==> config.mk <==
export PLATFORM = sky130hd
export DESIGN_NAME = pcrb_top
export DESIGN_NICKNAME = d
export VERILOG_FILES = /design/src/pkg/pcrb_pkg.sv /design/src/pkg/pcrb_mon_if.sv /design/src/rtl/pcrb_top.sv /design/src/rtl/pcrb_mon_bank.sv
export SDC_FILE = /design/constraint.sdc
export NUM_CORES = 1
export LEC_CHECK = 0
export BUFFER_PORTS_ARGS = -buffer_cell sky130_fd_sc_hd__buf_2
export CAP_MARGIN = 20
export CORE_MARGIN = 3
export CORE_UTILIZATION = 49
export CTS_CLUSTER_DIAMETER = 80
export CTS_CLUSTER_SIZE = 20
export DETAILED_ROUTE_END_ITERATION = 10
export PLACE_DENSITY = 0.68
export SLEW_MARGIN = 10
export SYNTH_ARGS = -nofsm -noshare
export SYNTH_HDL_FRONTEND = slang
export SYNTH_SLANG_ARGS = --single-unit
export TNS_END_PERCENT = 20
==> constraint.sdc <==
create_clock -name sys_clk_i -period 4 [get_ports sys_clk_i]
set_clock_uncertainty 0.15 [all_clocks]
set_input_delay 0.8 -clock sys_clk_i [delete_from_list [all_inputs] [get_ports sys_clk_i]]
set_output_delay 0.8 -clock sys_clk_i [all_outputs]
set_load 0.01 [all_outputs]
==> src/pkg/pcrb_pkg.sv <==
// pcrb_pkg: constants of the paged configuration register bank
// assumes: 8-bit register offsets, 8-bit data, one system clock
package pcrb_pkg;

   // ---------------------------------------------------------------
   // widths
   // ---------------------------------------------------------------
   localparam int PCRB_DW      = 8;
   localparam int PCRB_AW      = 8;
   localparam int PCRB_MON_N   = 9;
   localparam int PCRB_MON_IW  = 4;
   localparam int PCRB_COEF_AW = 6;

   typedef logic [PCRB_DW-1:0] pcrb_byte_t;

   // ---------------------------------------------------------------
   // register offsets
   // ---------------------------------------------------------------
   localparam pcrb_byte_t PCRB_OFS_PAGE   = 8'h00;
   localparam pcrb_byte_t PCRB_OFS_PROC   = 8'h03;
   localparam pcrb_byte_t PCRB_OFS_LIVE3  = 8'h43;
   localparam pcrb_byte_t PCRB_OFS_DIAGA  = 8'h4e;
   localparam pcrb_byte_t PCRB_OFS_DIAGB  = 8'h4f;
   localparam pcrb_byte_t PCRB_OFS_DIAGC  = 8'h54;
   localparam pcrb_byte_t PCRB_OFS_DDATA  = 8'h55;

   // monitor pairs: mbias, out1p, out1m, out2p, out2m, temp, bias load, avdd, gp input
   localparam pcrb_byte_t PCRB_MON_HI_OFS [PCRB_MON_N] =
      '{8'h58, 8'h62, 8'h64, 8'h66, 8'h68, 8'h6a, 8'h6c, 8'h6e, 8'h70};
   localparam pcrb_byte_t PCRB_MON_LO_OFS [PCRB_MON_N] =
      '{8'h59, 8'h63, 8'h65, 8'h67, 8'h69, 8'h6b, 8'h6d, 8'h6f, 8'h71};

   // ---------------------------------------------------------------
   // reset values
   // ---------------------------------------------------------------
   localparam pcrb_byte_t PCRB_RST_PAGE   = 8'h00;
   localparam pcrb_byte_t PCRB_RST_PROC   = 8'h00;
   localparam pcrb_byte_t PCRB_RST_LIVE3  = 8'h00;
   localparam pcrb_byte_t PCRB_RST_DIAGA  = 8'hba;
   localparam pcrb_byte_t PCRB_RST_DIAGB  = 8'h4b;
   localparam pcrb_byte_t PCRB_RST_DIAGC  = 8'h48;
   localparam pcrb_byte_t PCRB_RST_DDATA  = 8'h00;
   localparam pcrb_byte_t PCRB_RST_MON_HI = 8'h00;
   localparam pcrb_byte_t PCRB_RST_MON_LO [PCRB_MON_N] =
      '{8'h01, 8'h06, 8'h07, 8'h08, 8'h09, 8'h0a, 8'h0b, 8'h0c, 8'h0d};
   localparam pcrb_byte_t PCRB_RST_VOL    = 8'h00;

   // ---------------------------------------------------------------
   // processing control fields
   // ---------------------------------------------------------------
   localparam int PCRB_BIT_FILT = 0;
   localparam int PCRB_BIT_VOL  = 1;
   localparam int PCRB_BIT_RO   = 4;
   localparam pcrb_byte_t PCRB_PROC_RW_MASK = 8'hef;

endpackage

==> src/pkg/pcrb_mon_if.sv <==
// pcrb_mon_if: link between the register front end and the monitor bank
// assumes: both ends on the same clock
`timescale 1ns/100ps
`default_nettype none
interface pcrb_mon_if;
   import pcrb_pkg::*;

   logic                   smp_valid;
   logic [PCRB_MON_IW-1:0] smp_idx;
   logic [15:0]            smp_data;
   logic [PCRB_MON_IW-1:0] rd_idx;
   logic                   rd_hi;
   pcrb_byte_t             rd_data;

   modport bank (input smp_valid, smp_idx, smp_data, rd_idx, rd_hi, output rd_data);
   modport ctrl (output smp_valid, smp_idx, smp_data, rd_idx, rd_hi, input rd_data);
endinterface
`default_nettype wire

==> src/rtl/pcrb_top.sv <==
// pcrb_top: paged configuration register bank with run-time change gating
// assumes: register port driven by the control interface logic on sys_clk_i;
//          monitor samples, live events and change requests on the same clock
//
// Functional notes
// - 8-bit page select picks page 0..255
// - page select resets to page zero
// - bit1 set blocks volume change while ADC on
// - bit0 set applies filter coefficients on the fly
// - diagnostic configs a, b, c reset to 0xba, 0x4b, 0x48; diag data config resets to 0x00
// - monitor low bytes reset to codes, high zero
`timescale 1ns/100ps
`default_nettype none
module pcrb_top
   import pcrb_pkg::*;
(
   input  wire logic                        sys_clk_i,
   input  wire logic                        rst_b_i,
   // register port
   input  wire logic [pcrb_pkg::PCRB_AW-1:0] reg_addr_i,
   input  wire logic [pcrb_pkg::PCRB_DW-1:0] reg_wdata_i,
   input  wire logic                        reg_wr_i,
   input  wire logic                        reg_rd_i,
   output logic [pcrb_pkg::PCRB_DW-1:0]      reg_rdata_o,
   output logic                             reg_rvalid_o,
   // page and processing control
   output logic [pcrb_pkg::PCRB_DW-1:0]      page_o,
   output logic                             block_runtime_volume_change_o,
   output logic                             allow_runtime_filter_change_o,
   // diagnostic configuration
   output logic [pcrb_pkg::PCRB_DW-1:0]      diag_cfg_a_o,
   output logic [pcrb_pkg::PCRB_DW-1:0]      diag_cfg_b_o,
   output logic [pcrb_pkg::PCRB_DW-1:0]      diag_cfg_c_o,
   output logic [pcrb_pkg::PCRB_DW-1:0]      diag_data_cfg_o,
   // datapath state
   input  wire logic                        adc_powered_i,
   input  wire logic [pcrb_pkg::PCRB_DW-1:0] live_event_i,
   input  wire logic                        mon_valid_i,
   input  wire logic [pcrb_pkg::PCRB_MON_IW-1:0] mon_chan_i,
   input  wire logic [15:0]                 mon_data_i,
   // digital volume change
   input  wire logic                        vol_req_i,
   input  wire logic [pcrb_pkg::PCRB_DW-1:0] vol_value_i,
   output logic [pcrb_pkg::PCRB_DW-1:0]      digital_volume_o,
   output logic                             vol_pending_o,
   // filter coefficient change
   input  wire logic                        coef_req_i,
   input  wire logic [pcrb_pkg::PCRB_COEF_AW-1:0] coef_addr_i,
   input  wire logic [pcrb_pkg::PCRB_DW-1:0] coef_data_i,
   output logic                             coef_wr_o,
   output logic [pcrb_pkg::PCRB_COEF_AW-1:0] coef_addr_o,
   output logic [pcrb_pkg::PCRB_DW-1:0]      coef_data_o,
   output logic                             coef_pending_o
);
   import pcrb_pkg::*;

   // ---------------------------------------------------------------
   // declarations
   // ---------------------------------------------------------------
   pcrb_byte_t page_reg;
   pcrb_byte_t proc_reg;
   pcrb_byte_t live3_reg;
   pcrb_byte_t diaga_reg;
   pcrb_byte_t diagb_reg;
   pcrb_byte_t diagc_reg;
   pcrb_byte_t ddata_reg;
   pcrb_byte_t rdata_reg;
   logic       rvalid_reg;

   pcrb_byte_t vol_reg;
   pcrb_byte_t vol_hold_reg;
   logic       vol_pend_reg;

   logic                    coef_wr_reg;
   logic [PCRB_COEF_AW-1:0] coef_addr_reg;
   pcrb_byte_t              coef_data_reg;
   logic [PCRB_COEF_AW-1:0] coef_addr_hold_reg;
   pcrb_byte_t              coef_data_hold_reg;
   logic                    coef_pend_reg;

   logic       on_page0;
   logic       sel_page;
   logic       wr_hit;
   logic       vol_blocked;
   logic       filt_open;
   logic       mon_hit;
   logic       mon_hi;
   logic [PCRB_MON_IW-1:0] mon_idx;
   pcrb_byte_t rd_next;

   pcrb_mon_if mon_bus ();

   // ---------------------------------------------------------------
   // address decode
   // ---------------------------------------------------------------
   // page select answers on every page, the rest only on page 0
   assign sel_page = (reg_addr_i == PCRB_OFS_PAGE);
   assign on_page0 = (page_reg == 8'h00);
   assign wr_hit   = reg_wr_i && on_page0 && !sel_page;

   always_comb begin
      mon_hit = 1'b0;
      mon_hi  = 1'b0;
      mon_idx = '0;
      for (int i = 0; i < PCRB_MON_N; i++) begin
         if (reg_addr_i == PCRB_MON_HI_OFS[i]) begin
            mon_hit = 1'b1;
            mon_hi  = 1'b1;
            mon_idx = PCRB_MON_IW'(i);
         end
         if (reg_addr_i == PCRB_MON_LO_OFS[i]) begin
            mon_hit = 1'b1;
            mon_hi  = 1'b0;
            mon_idx = PCRB_MON_IW'(i);
         end
      end
   end

   // ---------------------------------------------------------------
   // monitor bank
   // ---------------------------------------------------------------
   assign mon_bus.smp_valid = mon_valid_i;
   assign mon_bus.smp_idx   = mon_chan_i;
   assign mon_bus.smp_data  = mon_data_i;
   assign mon_bus.rd_idx    = mon_idx;
   assign mon_bus.rd_hi     = mon_hi;

   pcrb_mon_bank u_mon_bank (
      .sys_clk_i (sys_clk_i),
      .rst_b_i   (rst_b_i),
      .mon       (mon_bus.bank)
   );

   // ---------------------------------------------------------------
   // page select
   // ---------------------------------------------------------------
   always_ff @(posedge sys_clk_i) begin
      if (!rst_b_i) begin
         page_reg <= PCRB_RST_PAGE;
      end else if (reg_wr_i && sel_page) begin
         page_reg <= reg_wdata_i;
      end
   end

   // ---------------------------------------------------------------
   // processing control
   // ---------------------------------------------------------------
   // bit 4 never stores a one; other high bits hold what the host wrote
   always_ff @(posedge sys_clk_i) begin
      if (!rst_b_i) begin
         proc_reg <= PCRB_RST_PROC;
      end else if (wr_hit && reg_addr_i == PCRB_OFS_PROC) begin
         proc_reg <= reg_wdata_i & PCRB_PROC_RW_MASK;
      end
   end

   assign vol_blocked = proc_reg[PCRB_BIT_VOL] && adc_powered_i;
   assign filt_open   = proc_reg[PCRB_BIT_FILT] || !adc_powered_i;

   // ---------------------------------------------------------------
   // diagnostic configuration
   // ---------------------------------------------------------------
   always_ff @(posedge sys_clk_i) begin
      if (!rst_b_i) begin
         diaga_reg <= PCRB_RST_DIAGA;
         diagb_reg <= PCRB_RST_DIAGB;
         diagc_reg <= PCRB_RST_DIAGC;
         ddata_reg <= PCRB_RST_DDATA;
      end else if (wr_hit) begin
         if (reg_addr_i == PCRB_OFS_DIAGA) begin
            diaga_reg <= reg_wdata_i;
         end
         if (reg_addr_i == PCRB_OFS_DIAGB) begin
            diagb_reg <= reg_wdata_i;
         end
         if (reg_addr_i == PCRB_OFS_DIAGC) begin
            diagc_reg <= reg_wdata_i;
         end
         if (reg_addr_i == PCRB_OFS_DDATA) begin
            ddata_reg <= reg_wdata_i;
         end
      end
   end

   // ---------------------------------------------------------------
   // live event readback
   // ---------------------------------------------------------------
   always_ff @(posedge sys_clk_i) begin
      if (!rst_b_i) begin
         live3_reg <= PCRB_RST_LIVE3;
      end else begin
         live3_reg <= live_event_i;
      end
   end

   // ---------------------------------------------------------------
   // read path
   // ---------------------------------------------------------------
   always_comb begin
      rd_next = 8'h00;
      if (sel_page) begin
         rd_next = page_reg;
      end else if (on_page0) begin
         if (mon_hit) begin
            rd_next = mon_bus.rd_data;
         end else begin
            case (reg_addr_i)
               PCRB_OFS_PROC: rd_next = proc_reg;
               PCRB_OFS_LIVE3: rd_next = live3_reg;
               PCRB_OFS_DIAGA: rd_next = diaga_reg;
               PCRB_OFS_DIAGB: rd_next = diagb_reg;
               PCRB_OFS_DIAGC: rd_next = diagc_reg;
               PCRB_OFS_DDATA: rd_next = ddata_reg;
               default: rd_next = 8'h00;
            endcase
         end
      end
   end

   always_ff @(posedge sys_clk_i) begin
      if (!rst_b_i) begin
         rdata_reg  <= 8'h00;
         rvalid_reg <= 1'b0;
      end else begin
         rvalid_reg <= reg_rd_i;
         if (reg_rd_i) begin
            rdata_reg <= rd_next;
         end
      end
   end

   // ---------------------------------------------------------------
   // digital volume change
   // ---------------------------------------------------------------
   // a blocked request is held and applied once the block lifts
   always_ff @(posedge sys_clk_i) begin
      if (!rst_b_i) begin
         vol_reg      <= PCRB_RST_VOL;
         vol_hold_reg <= PCRB_RST_VOL;
         vol_pend_reg <= 1'b0;
      end else if (vol_req_i) begin
         if (vol_blocked) begin
            vol_hold_reg <= vol_value_i;
            vol_pend_reg <= 1'b1;
         end else begin
            vol_reg      <= vol_value_i;
            vol_pend_reg <= 1'b0;
         end
      end else if (vol_pend_reg && !vol_blocked) begin
         vol_reg      <= vol_hold_reg;
         vol_pend_reg <= 1'b0;
      end
   end

   // ---------------------------------------------------------------
   // filter coefficient change
   // ---------------------------------------------------------------
   // while closed, the latest request waits; the newest overwrites it
   always_ff @(posedge sys_clk_i) begin
      if (!rst_b_i) begin
         coef_wr_reg        <= 1'b0;
         coef_addr_reg      <= '0;
         coef_data_reg      <= 8'h00;
         coef_addr_hold_reg <= '0;
         coef_data_hold_reg <= 8'h00;
         coef_pend_reg      <= 1'b0;
      end else begin
         coef_wr_reg <= 1'b0;
         if (coef_req_i) begin
            if (filt_open) begin
               coef_wr_reg   <= 1'b1;
               coef_addr_reg <= coef_addr_i;
               coef_data_reg <= coef_data_i;
               coef_pend_reg <= 1'b0;
            end else begin
               coef_addr_hold_reg <= coef_addr_i;
               coef_data_hold_reg <= coef_data_i;
               coef_pend_reg      <= 1'b1;
            end
         end else if (coef_pend_reg && filt_open) begin
            coef_wr_reg   <= 1'b1;
            coef_addr_reg <= coef_addr_hold_reg;
            coef_data_reg <= coef_data_hold_reg;
            coef_pend_reg <= 1'b0;
         end
      end
   end

   // ---------------------------------------------------------------
   // outputs
   // ---------------------------------------------------------------
   assign reg_rdata_o                   = rdata_reg;
   assign reg_rvalid_o                  = rvalid_reg;
   assign page_o                        = page_reg;
   assign block_runtime_volume_change_o = proc_reg[PCRB_BIT_VOL];
   assign allow_runtime_filter_change_o = proc_reg[PCRB_BIT_FILT];
   assign diag_cfg_a_o                  = diaga_reg;
   assign diag_cfg_b_o                  = diagb_reg;
   assign diag_cfg_c_o                  = diagc_reg;
   assign diag_data_cfg_o               = ddata_reg;
   assign digital_volume_o              = vol_reg;
   assign vol_pending_o                 = vol_pend_reg;
   assign coef_wr_o                     = coef_wr_reg;
   assign coef_addr_o                   = coef_addr_reg;
   assign coef_data_o                   = coef_data_reg;
   assign coef_pending_o                = coef_pend_reg;

endmodule
`default_nettype wire

==> src/rtl/pcrb_mon_bank.sv <==
// pcrb_mon_bank: monitor reading storage, high and low byte per channel
// assumes: samples and read index come from logic on sys_clk_i
`timescale 1ns/100ps
`default_nettype none
module pcrb_mon_bank
   import pcrb_pkg::*;
(
   input  wire logic sys_clk_i,
   input  wire logic rst_b_i,
   pcrb_mon_if.bank  mon
);

   // ---------------------------------------------------------------
   // per channel storage
   // ---------------------------------------------------------------
   pcrb_byte_t hi_reg [PCRB_MON_N];
   pcrb_byte_t lo_reg [PCRB_MON_N];

   for (genvar g = 0; g < PCRB_MON_N; g++) begin : g_chan
      always_ff @(posedge sys_clk_i) begin
         if (!rst_b_i) begin
            hi_reg[g] <= PCRB_RST_MON_HI;
            lo_reg[g] <= PCRB_RST_MON_LO[g];
         end else if (mon.smp_valid && mon.smp_idx == PCRB_MON_IW'(g)) begin
            hi_reg[g] <= mon.smp_data[15:8];
            lo_reg[g] <= mon.smp_data[7:0];
         end
      end
   end

   // ---------------------------------------------------------------
   // read selection
   // ---------------------------------------------------------------
   always_comb begin
      mon.rd_data = 8'h00;
      if (int'(mon.rd_idx) < PCRB_MON_N) begin
         mon.rd_data = mon.rd_hi ? hi_reg[mon.rd_idx] : lo_reg[mon.rd_idx];
      end
   end

endmodule
`default_nettype wire

== Word-level counts from Yosys, hierarchy flattened ==
Memories as Yosys holds them, arrays and structs flattened.
Cells that the tools add are included.
Storage, ports and cells
  input port bits: 74
  output and inout port bits: 76
  word-level logic and storage cells: 228
  bits in registers: 111
  memories: 2
  RAM bits: 144
Memories
  u_mon_bank.hi_reg: words 9, width 8, rd ports 1, clocked after memory_dff 0, wr ports 9, line pcrb_mon_bank.sv:16  | pcrb_byte_t hi_reg [PCRB_MON_N];
  u_mon_bank.lo_reg: words 9, width 8, rd ports 1, clocked after memory_dff 0, wr ports 9, line pcrb_mon_bank.sv:17  | pcrb_byte_t lo_reg [PCRB_MON_N];
Cells by class
  $lt $le $gt $ge: 1
  equality and inequality tests: 34
  reduce and logical (&&, ||, !) cells: 33
  muxes and demuxes: 121
  bitwise operators: 19
Operator list (count)
  $mux W8: 29
  $eq A8 B7 Y1 const B: 23
  $mux W1: 73
  $mux W4: 15
  $pmux W8 S6: 1
  $mux W6: 3
  $or A1 B1 Y1: 18
  $eq A4 B3 Y1 const B: 4
  $logic_and A1 B1 Y1: 16
  $logic_not A8 Y1: 2
  $reduce_and A2 Y1: 8
  $eq A4 B2 Y1 const B: 2
  $eq A8 B2 Y1 const B: 1
  $eq A4 B1 Y1 const B: 1
  $eq A4 B4 Y1 const B: 1
  $logic_not A4 Y1: 1
  $lt A4 B4 Y1 const B: 1
  $reduce_bool A2 Y1: 2
  $logic_not A1 Y1: 3
  $ne A2 B1 Y1 const B: 1
  $ne A2 B2 Y1 const B: 1
  $logic_or A1 B1 Y1: 1
  $not A1 Y1: 1

== Depth between registers and ports, before layout ==
Gate-level depths: netlist (run 1).
  depth after elaboration: 24
  depth in mapped cells: 10
  mapped depth without buffers: 6

== Hierarchy ==
A second synthesis (run 1) with hierarchy kept.
Unflattened totals
  cells, all modules: 978
  area total of the unflattened synthesis: 11808.8 µm²
By module, submodules not included
  pcrb_mon_bank: cells an instance 449, area each 6771.5 µm², instances 1
  pcrb_top: cells an instance 529, area each 5037.3 µm², instances 1

== Least setup slack after synthesis (run 1) ==
Ideal clock, no wire load.
  kind: input to register
  start point: input mon_chan_i[1] (netlist name)
  end point: memory u_mon_bank.hi_reg[6][0] (netlist name) (enable)
  arrival: 2359 ps
  data required time: 3439 ps
  stages on the path: 3
  path buffers: 1
  setup time: 411 ps
  path slack: 1080 ps
  cells stage by stage: clkbuf_1 -> nand2_1 -> o21ai_0
RTL lines
  start, declared: line pcrb_top.sv:39  | input wire logic [pcrb_pkg::PCRB_MON_IW-1:0] mon_chan_i,
  end, declared: line pcrb_mon_bank.sv:16

== Worst setup path in the final report (run 1) ==
  start point: input reg_addr_i[7] (netlist name)
  end point: register rdata_reg[2] (netlist: reg_rdata_o[2])
On the way
  cells in the longest elaborated chain, start to end: 24
  elaborated cells on any way between the ends: 85
Ends and longest elaborated chain
  start, declared: line pcrb_top.sv:20  | input wire logic [pcrb_pkg::PCRB_AW-1:0] reg_addr_i,
  parallel branches: the longest is 23 deep, another holds $eq A8 B7 Y1
  $mux W8 *: line pcrb_top.sv:201  | if (sel_page) begin
  end signal, assigned: line pcrb_top.sv:227  | rdata_reg <= rd_next;
  end, declared: line pcrb_top.sv:67  | pcrb_byte_t rdata_reg;
Every way passes the cells marked *.
A chain may end at the register's enable or synchronous reset.

==> results.ini, run 1 <==
[worst_setup_path]
path_cells=buf_2, nand2b_1, nor4b_2, or2_0, buf_4, a211oi_1, o311ai_0, a21oi_1
worstPathArrival_ns=3.09
startpoint_type=input port
slowest_delay_ns=0.51
critical_path_buf_inv_count=2
slowest_stage=or2_0
cp_max_fo=11
cp.required_ns=4.22
path_delay_family=simple AND/OR/NAND/NOR gates
crit_type=in2reg
crit_path_end_kind=flip-flop

[routing]
wl_per_cell_um=20.2
via_per_inst=5.66
first_pass_iters=5
wirelength_um=29900
vias=8393
drtIter0Drc=761
ant_nets=0
drcViolationCount=0

[pwr]
powerDensity_nw_per_um2=385
ir_drop_uv=315
power_leakage_nw=5.10

[timing]
slew_violations=0
rsz0062_at_grt=no
tightest_slew_ns=0.932
finalCritPeriodShare_pct=71.9
relSlewSlack_pct=37.6
finalHoldViolCount=0
max_freq_mhz=348
period_minus_slack_ns=2.87
setup_tns_ns=0
final-setup-viol-count=0

[synth]
synth-seq-cells=255
synth_edf_count=144
synthFlopType=edfxtp_1
yosys_warnings=0
synth_top_area_share_pct=37.7
synthCells=1029
yosys-top-cells-area=edfxtp_1 38%, dfxtp_1 19%, and2_1 7.4%, mux2i_1 6.0%, nor2_1 3.4%
synth_nets=1103
yosys.area.top_type=edfxtp_1
synth-simple-area-share_pct=18.4
syn_area_um2=11500
seq_area_frac_synth_pct=57.1
avgSynthCellArea_um2=11.1
synth_xor_area_share_pct=0.0764
synth_compound_area_share_pct=10.5
synth_top_family_by_area=simple AND/OR/NAND/NOR gates
synthTopCellsByCount=144 x edfxtp_1, 136 x and2_1, 111 x dfxtp_1
synthDistinctLibCells=57
async_flop_share_pct=0
synthMuxAreaShare_pct=10.9
synth_most_common_cell=edfxtp_1
synth_fa_ha_area_share_pct=0

[layout]
final_util_pct=57.3
areaGrowthSynthToFinish_pct=13.9
num-nets-final=1237
insertedDiodeCount=0
layout-drive-gt1-share_pct=21.9

[clock_network]
path_clk_slew_ns=0.08
clock_sinks=255
cts_made_buffers=16
holdBufCountCts=0
clockRootBuffer=clkbuf_16
h-tree-depth=1
clock_latency_ns=0.49
cts_tree=yes
clockBufferDepth=3
ctsResizeCount=0
cts_setup_buffers=0

[die]
start_util_pct=50.3
die_h_um=159
row_count=55
coreArea_um2=22800
dieArea_um2=25300
die_w_um=159
io_pins=150

[grt]
grt_usage_pct=23.6
grt_pass1_vias=8248
grt_max_degree=54
overflow=0
grt_pass1_wl_um=47800
antenna_found_initial=0

[outcome]
outcome=complete, no violations

[run]
maxCapViolations=0

[placed_design]
gp_congestion=0.885
dp_hpwl_um=20800
port_buffers=149

[worst_hold_path]
worstHoldPathType=reg2reg

logic make-up (layout without fill, tap and decap cells):
group | after synthesis | after routing
AOI/OAI and AO/OA | 182 | 182
xor gates and xnor gates | 1 | 1
buffers and inverters | 81 | 223
DFF | 255 | 255
muxes | 109 | 109
and+or+nand+nor | 401 | 401
worst reg2reg max path, cell delays in order (launching register included):
cell and delay (ns):
dfxtp_1 0.34, nor4_1 0.43, nand2_1 0.15, or2_1 0.35, nor3_2 0.48, o311ai_0 0.30, a21oi_1 0.21
cells in the final DEF, fill, tap and decap left out, drive strengths merged, types with 9 or more instances in the layout:
| cell type | instances |
|---|---|
| buf | 181 |
| edfxtp | 144 |
| and2 | 137 |
| dfxtp | 111 |
| nor2 | 106 |
| nand2 | 81 |
| mux2i | 69 |
| a21oi | 45 |
| mux2 | 30 |
| a211oi | 29 |
| o21ai | 26 |
| clkbuf | 25 |
| or3 | 19 |
| o22ai | 17 |
| inv | 16 |
| nand3 | 15 |
| mux4 | 10 |
| o211ai | 9 |
| o31ai | 9 |
routing by layer:
| layer | track usage [%] | wire length (um) | up-vias | share of wire (%) |
|---|---|---|---|---|
| met1 | 32.9 | 13100 | 4029 | 44 |
| met4 | 6.09 | 777 | 0 | 2.6 |
| met2 | 39.0 | 14100 | 323 | 47 |
| li1 | - | - | 3992 | - |
| met3 | 3.94 | 1990 | 49 | 6.6 |
| met5 | 0 | 0 | - | 0 |
power by group:
group          internal [mW]  switching [mW]
clock                  0.792           0.850
combinational          0.168           0.286
sequential              2.88          0.0426
total                   3.84            1.18
per-stage QoR:
| stage | area [um2] | power, mW | hold slack (ns) | std cells | worst slack [ns] |
|---|---|---|---|---|---|
| after floorplan | 11500 | 3.23 | 0.286 | 1029 | 1.08 |
| after global placement | 12600 | 3.43 | 0.291 | 1458 | 0.834 |
| after detailed placement | 12600 | 3.44 | 0.296 | 1458 | 0.707 |
| after CTS | 13000 | 5.05 | 0.307 | 1484 | 1.18 |
| after global routing | 13000 | 5.23 | 0.324 | 1484 | 0.940 |
| final | 13000 | 5.02 | 0.306 | 1484 | 1.13 |
path summary, 6_finish.rpt:
check	from	to	slack [ns]	cells after the start
setup / recovery	reg_addr_i[7]	reg_rdata_o[2]	1.13	8
hold / removal	coef_data_hold_reg[7]	coef_data_hold_reg[7]	0.31	2
setup reg to reg	page_o[0]	reg_rdata_o[0]	1.53	6
hold reg to reg	coef_data_hold_reg[7]	coef_data_hold_reg[7]	0.31	2
layout make-up:
type,instances,area [um2]
Tap cell,313,392
Inverter,16,60.1
Sequential cell,255,6550
Clock buffer,25,455
Fill cell,1968,9730
Multi-Input combinational cell,693,4600
Timing Repair Buffer,181,986
Clock inverter,1,6.26
No activity file was read; power rests on OpenSTA's default activity.
==> run 2: changes to the inputs <==
Clock period 4 ns to 2.9 ns, I/O delays scaled along.
==> results.ini, run 2 (synthesized netlist as in run 1, its figures left out) <==
[placed_design]
dp_hpwl_um=20700  ; was 20800 um
place_inst=1474  ; was 1458
port_buffers=149  ; unchanged
gp_congestion=0.893  ; was 0.885

[layout]
instances_no_fill=1502  ; was 1484
layout-drive-gt1-share_pct=23.0  ; was 21.9%
mostFrequentLayoutCells=149 x buf_2, 144 x edfxtp_1, 136 x and2_1, 111 x dfxtp_1, 105 x nor2_1  ; unchanged
final_common_cell=buf_2  ; unchanged
seq_area_um2=6550  ; unchanged
multi_input_area_um2=4610  ; was 4600 um2
areaGrowthSynthToFinish_pct=15.4  ; was 13.9%
num-nets-final=1254  ; was 1237
insertedDiodeCount=0  ; unchanged
fillers=1933  ; was 1968

[routing]
first_pass_iters=5  ; unchanged
ant_nets=0  ; unchanged
wirelength_um=30400  ; was 29900 um
drcViolationCount=0  ; unchanged
vias=8552  ; was 8393
wl_per_cell_um=20.3  ; was 20.2 um
drtIter0Drc=849  ; was 761
via_per_inst=5.69  ; was 5.66

[pwr]
power_frac_clock_pct=32.6  ; was 32.7%
ir_drop_uv=434  ; was 315 uV
power_frac_seq_pct=58.1  ; was 58.3%
share_comb_of_total_power_pct=9.4  ; was 9.0%
power.net_switching_mw=1.63  ; was 1.18 mW
p_int_mw=5.32  ; was 3.84 mW
powerDensity_nw_per_um2=526  ; was 385 nW/um2
power_leakage_nw=5.21  ; was 5.10 nW
fin_total_pwr_mw=6.95  ; was 5.02 mW
swShare_pct=23.5  ; about the same

[worst_setup_path]
crit_type=reg2reg  ; was in2reg
cp.required_ns=3.18  ; was 4.22 ns
startpoint_type=flip-flop  ; was input port
r2r_start=page_o[0]  ; unchanged
cp_max_fo=9  ; was 11
reg2regPathDepth=7  ; was 6
worstPathArrival_ns=2.89  ; was 3.09 ns
crit_path_end_kind=flip-flop  ; unchanged
startpoint=page_o[0]  ; was reg_addr_i[7]

[timing]
whs_ns=0.149  ; was 0.306 ns
relSlewSlack_pct=26.8  ; was 37.6%
finalCritPeriodShare_pct=89.9
period_minus_slack_ns=2.61
slew_violations=0  ; unchanged
finalHoldViolCount=0  ; unchanged
max_freq_mhz=383
rsz0062_at_grt=no  ; unchanged
tightest_slew_ns=1.09  ; was 0.932 ns
final-setup-viol-count=0  ; unchanged

[die]
start_util_pct=50.3  ; unchanged
die_w_um=159  ; unchanged
die_h_um=159  ; unchanged
dieArea_um2=25300  ; unchanged
io_pins=150  ; unchanged
row_count=55  ; unchanged
coreArea_um2=22800  ; unchanged

[worst_hold_path]
min-delay-start=live_event_i[7]  ; was coef_data_hold_reg[7]
hold_depth=2  ; unchanged
worstHoldPathType=in2reg  ; was reg2reg

[grt]
grt_pass1_wl_um=47400  ; was 47800 um
antenna_found_initial=0  ; unchanged
grt_max_degree=62  ; was 54
grt_usage_pct=23.4  ; was 23.6%
grt_pass1_vias=8285  ; was 8248
overflow=0  ; unchanged

[clock_network]
cts_tree=yes  ; unchanged
holdBufCountCts=0  ; unchanged
clock_latency_ns=0.49  ; about the same
h-tree-depth=1  ; unchanged
clockRootBuffer=clkbuf_16  ; unchanged
clock_sinks=255  ; unchanged
cts_made_buffers=16  ; unchanged
clockBufferDepth=3  ; unchanged
path_clk_slew_ns=0.10  ; was 0.08 ns

[outcome]
outcome=complete, no violations  ; unchanged

[run]
maxCapViolations=0  ; unchanged

[run 2: power by group through the flow]
stage / clock (mW) / combinational, mW / sequential (mW)
final: 2.27 / 0.651 / 4.04
after global placement: 0 / 0.639 / 4.11
after global routing: 2.44 / 0.705 / 4.05
after detailed placement: 0 / 0.647 / 4.12
after CTS: 2.30 / 0.649 / 4.04
after floorplan: 0 / 0.343 / 4.12
[run 2: final cells by class]
class	count	share of cell area [%]
Tap cell	313	2.96
Multi-Input combinational cell	693	34.8
Timing Repair Buffer	198	8.73
Sequential cell	255	49.5
Clock buffer	26	3.47
Inverter	16	0.454
Clock inverter	1	0.0473
[run 2: final timing paths]
| check | endpoint | slack (ns) |
|---|---|---|
| max | reg_rdata_o[2] | 0.29 |
| min | live3_reg[7] | 0.15 |
| max reg2reg | reg_rdata_o[2] | 0.29 |
| min reg2reg | coef_addr_hold_reg[1] | 0.31 |
[run 2: repair_timing]
action	in CTS	in global routing
setup endpoints to repair	0	1
hold endpoints to repair	0	0
gates resized for setup	0	1
buffers inserted	0	0
[run 2: layer usage]
layer	track usage, %	wire [um]
met1	32.9	13500
met2	38.5	14300
met3	3.52	2030
met4	5.53	601
met5	0	0
[run 2: critical path, stage by stage, from the launching register on]
cell and delay (ns):
dfxtp_1 0.35, nor4_1 0.43, nand2_1 0.15, or2_1 0.38, nor3_4 0.47, o311ai_0 0.30, buf_4 0.21, a21oi_1 0.13
[run 2: stage by stage]
stage / utilization (%) / worst slack (ns) / area (um2) / TNS (ns)
3_3_place_gp: 56.0 / -0.0248 / 12700 / -0.0248
5_1_grt: 58.1 / 0.162 / 13200 / 0
4_1_cts: 58.0 / 0.137 / 13200 / 0
2_1_floorplan: - / 0.200 / 11500 / 0
6_report: 58.1 / 0.292 / 13200 / 0
3_5_place_dp: 56.0 / -0.0536 / 12700 / -0.0536
==> run 3: changes to the inputs <==
Settings changed: CORE_UTILIZATION 49 to 54, GPL_TIMING_DRIVEN from default to 0, PLACE_DENSITY 0.68 to 0.74.
==> results.ini, run 3 (synthesized netlist as in run 1, its figures left out) <==
[routing]
ant_nets=0  ; unchanged
drtIter0Drc=854  ; was 849
first_pass_iters=5  ; unchanged
via_per_inst=5.95  ; was 5.69
vias=8789  ; was 8552
drcViolationCount=0  ; unchanged
wirelength_um=31000  ; was 30400 um
wl_per_cell_um=21.0  ; was 20.3 um

[timing]
setup_ws_ns=0.0127  ; was 0.292 ns
period_minus_slack_ns=2.89  ; was 2.61 ns
tightest_slew_ns=1.20  ; was 1.09 ns
relSlewSlack_pct=19.2  ; was 26.8%
whs_ns=0.144  ; was 0.149 ns
slew_violations=0  ; unchanged
final-setup-viol-count=0  ; unchanged
setup_tns_ns=0  ; unchanged
finalHoldViolCount=0  ; unchanged
rsz0062_at_grt=yes  ; was no
finalCritPeriodShare_pct=99.6  ; was 89.9%
max_freq_mhz=346  ; was 383 MHz

[clock_network]
cts_tree=yes  ; unchanged
h-tree-depth=1  ; unchanged
clockBufferDepth=3  ; unchanged
clock_latency_ns=0.49  ; about the same
clockRootBuffer=clkbuf_16  ; unchanged
clock_sinks=255  ; unchanged
path_clk_slew_ns=0.09  ; was 0.10 ns
cts_setup_buffers=0  ; unchanged
cts_made_buffers=16  ; unchanged

[layout]
instances_no_fill=1476  ; was 1502
num-nets-final=1272  ; was 1254
final_area_um2=13100  ; was 13200 um2
fillers=1707  ; was 1933
insertedDiodeCount=0  ; unchanged
seq_area_um2=6550  ; unchanged
areaGrowthSynthToFinish_pct=14.6  ; was 15.4%
mostFrequentLayoutCells=148 x buf_2, 144 x edfxtp_1, 136 x and2_1, 111 x dfxtp_1, 105 x nor2_1  ; was 149 x buf_2, 144 x edfxtp_1, 136 x and2_1, 111 x dfxtp_1, 105 x nor2_1
final_common_cell=buf_2  ; unchanged
layout-drive-gt1-share_pct=19.9  ; was 23.0%
final_util_pct=63.8  ; was 58.1%
multi_input_area_um2=4630  ; was 4610 um2

[outcome]
outcome=complete, no violations  ; unchanged

[placed_design]
dpl_cell_area_um2=12700  ; about the same
port_buffers=144  ; was 149
dp_slack_ns=-0.421  ; was -0.0536 ns
dp_hpwl_um=22600  ; was 20700 um
place_inst=1450  ; was 1474
gp_congestion=0.912  ; was 0.893

[worst_setup_path]
crit_top_cell=clkbuf_1
slowest_stage=clkbuf_1  ; was nor3_4
critical_path_buf_inv_count=4  ; was 1
startpoint_type=input port  ; was flip-flop
crit_path_end_kind=flip-flop  ; unchanged
path_cells=buf_2, nor4bb_1, clkbuf_1, and2_1, or2_0, clkbuf_1, clkbuf_1, a211oi_1, o311ai_1, a21oi_1  ; was nor4_1, nand2_1, or2_1, nor3_4, o311ai_0, buf_4, a21oi_1
worstPathArrival_ns=3.11  ; was 2.89 ns
cp.required_ns=3.12  ; was 3.18 ns
cp_max_fo=10  ; was 9
slowest_delay_ns=0.45  ; was 0.47 ns
path_delay_family=buffers and inverters  ; was simple AND/OR/NAND/NOR gates
crit_type=in2reg  ; was reg2reg

[die]
start_util_pct=55.7  ; was 50.3%
die_h_um=152  ; was 159 um
coreArea_um2=20600  ; was 22800 um2
die_w_um=152  ; was 159 um
io_pins=150  ; unchanged
dieArea_um2=23000  ; was 25300 um2
row_count=52  ; was 55

[grt]
antenna_found_initial=1  ; was 0
grt_pass1_vias=8241  ; was 8285
grt_max_degree=22  ; was 62
grt_usage_pct=26.4  ; was 23.4%
overflow=0  ; unchanged
grt_pass1_wl_um=46600  ; was 47400 um

[pwr]
ir_drop_uv=437  ; was 434 uV
fin_total_pwr_mw=6.94  ; was 6.95 mW
power_leakage_nw=5.09  ; was 5.21 nW
powerDensity_nw_per_um2=529  ; was 526 nW/um2

[run]
maxCapViolations=0  ; unchanged

[worst_hold_path]
worstHoldPathType=in2reg  ; unchanged

run 3: changes by cell type in the layout (fill, tap and decap cells not counted), moves of 3 or more:
cell and change:
buf_4 -42, buf_6 +3, clkbuf_1 +50, o21ai_2 +7, o21ai_1 -7, buf_8 +5
buf_1 +4, buf_12 -3
run 3: metal layers:
layer	vias up	GRT usage (%)	routed length [um]
li1	4070	-	-
met1	4183	35.8	12400
met2	462	44.2	14600
met3	72	4.25	2990
met4	2	7.91	1070
met5	-	0	7
run 3: layout make-up:
cell class / instances / area share [%]
multi-input cells: 693 / 35.2
inverters: 16 / 0.458
plain buffers: 65 / 2.11
repair buffers: 151 / 6.23
flip-flops and latches: 255 / 49.9
clock inverters: 1 / 0.0477
clock buffers: 25 / 3.47
well taps: 270 / 2.57
run 3: where the power goes:
part | leakage (nW) | switching (mW) | internal, mW
combinational | 2.58 | 0.413 | 0.240
clock | 0.223 | 1.16 | 1.09
sequential | 2.29 | 0.0575 | 3.98
total | 5.09 | 1.63 | 5.31
run 3: final timing paths:
kind                          from  slack [ns]  depth (start not counted)               endpoint
max                  reg_addr_i[6]        0.01                         10         reg_rdata_o[5]
min                live_event_i[4]        0.14                          2           live3_reg[4]
max reg2reg              page_o[0]        0.38                          7         reg_rdata_o[5]
min reg2reg  coef_addr_hold_reg[0]        0.31                          2  coef_addr_hold_reg[0]
run 3: timing repair:
action                     in CTS  in global routing
hold buffers                    0                  0
setup endpoints to repair       0                 13
gates resized for setup         0                  3
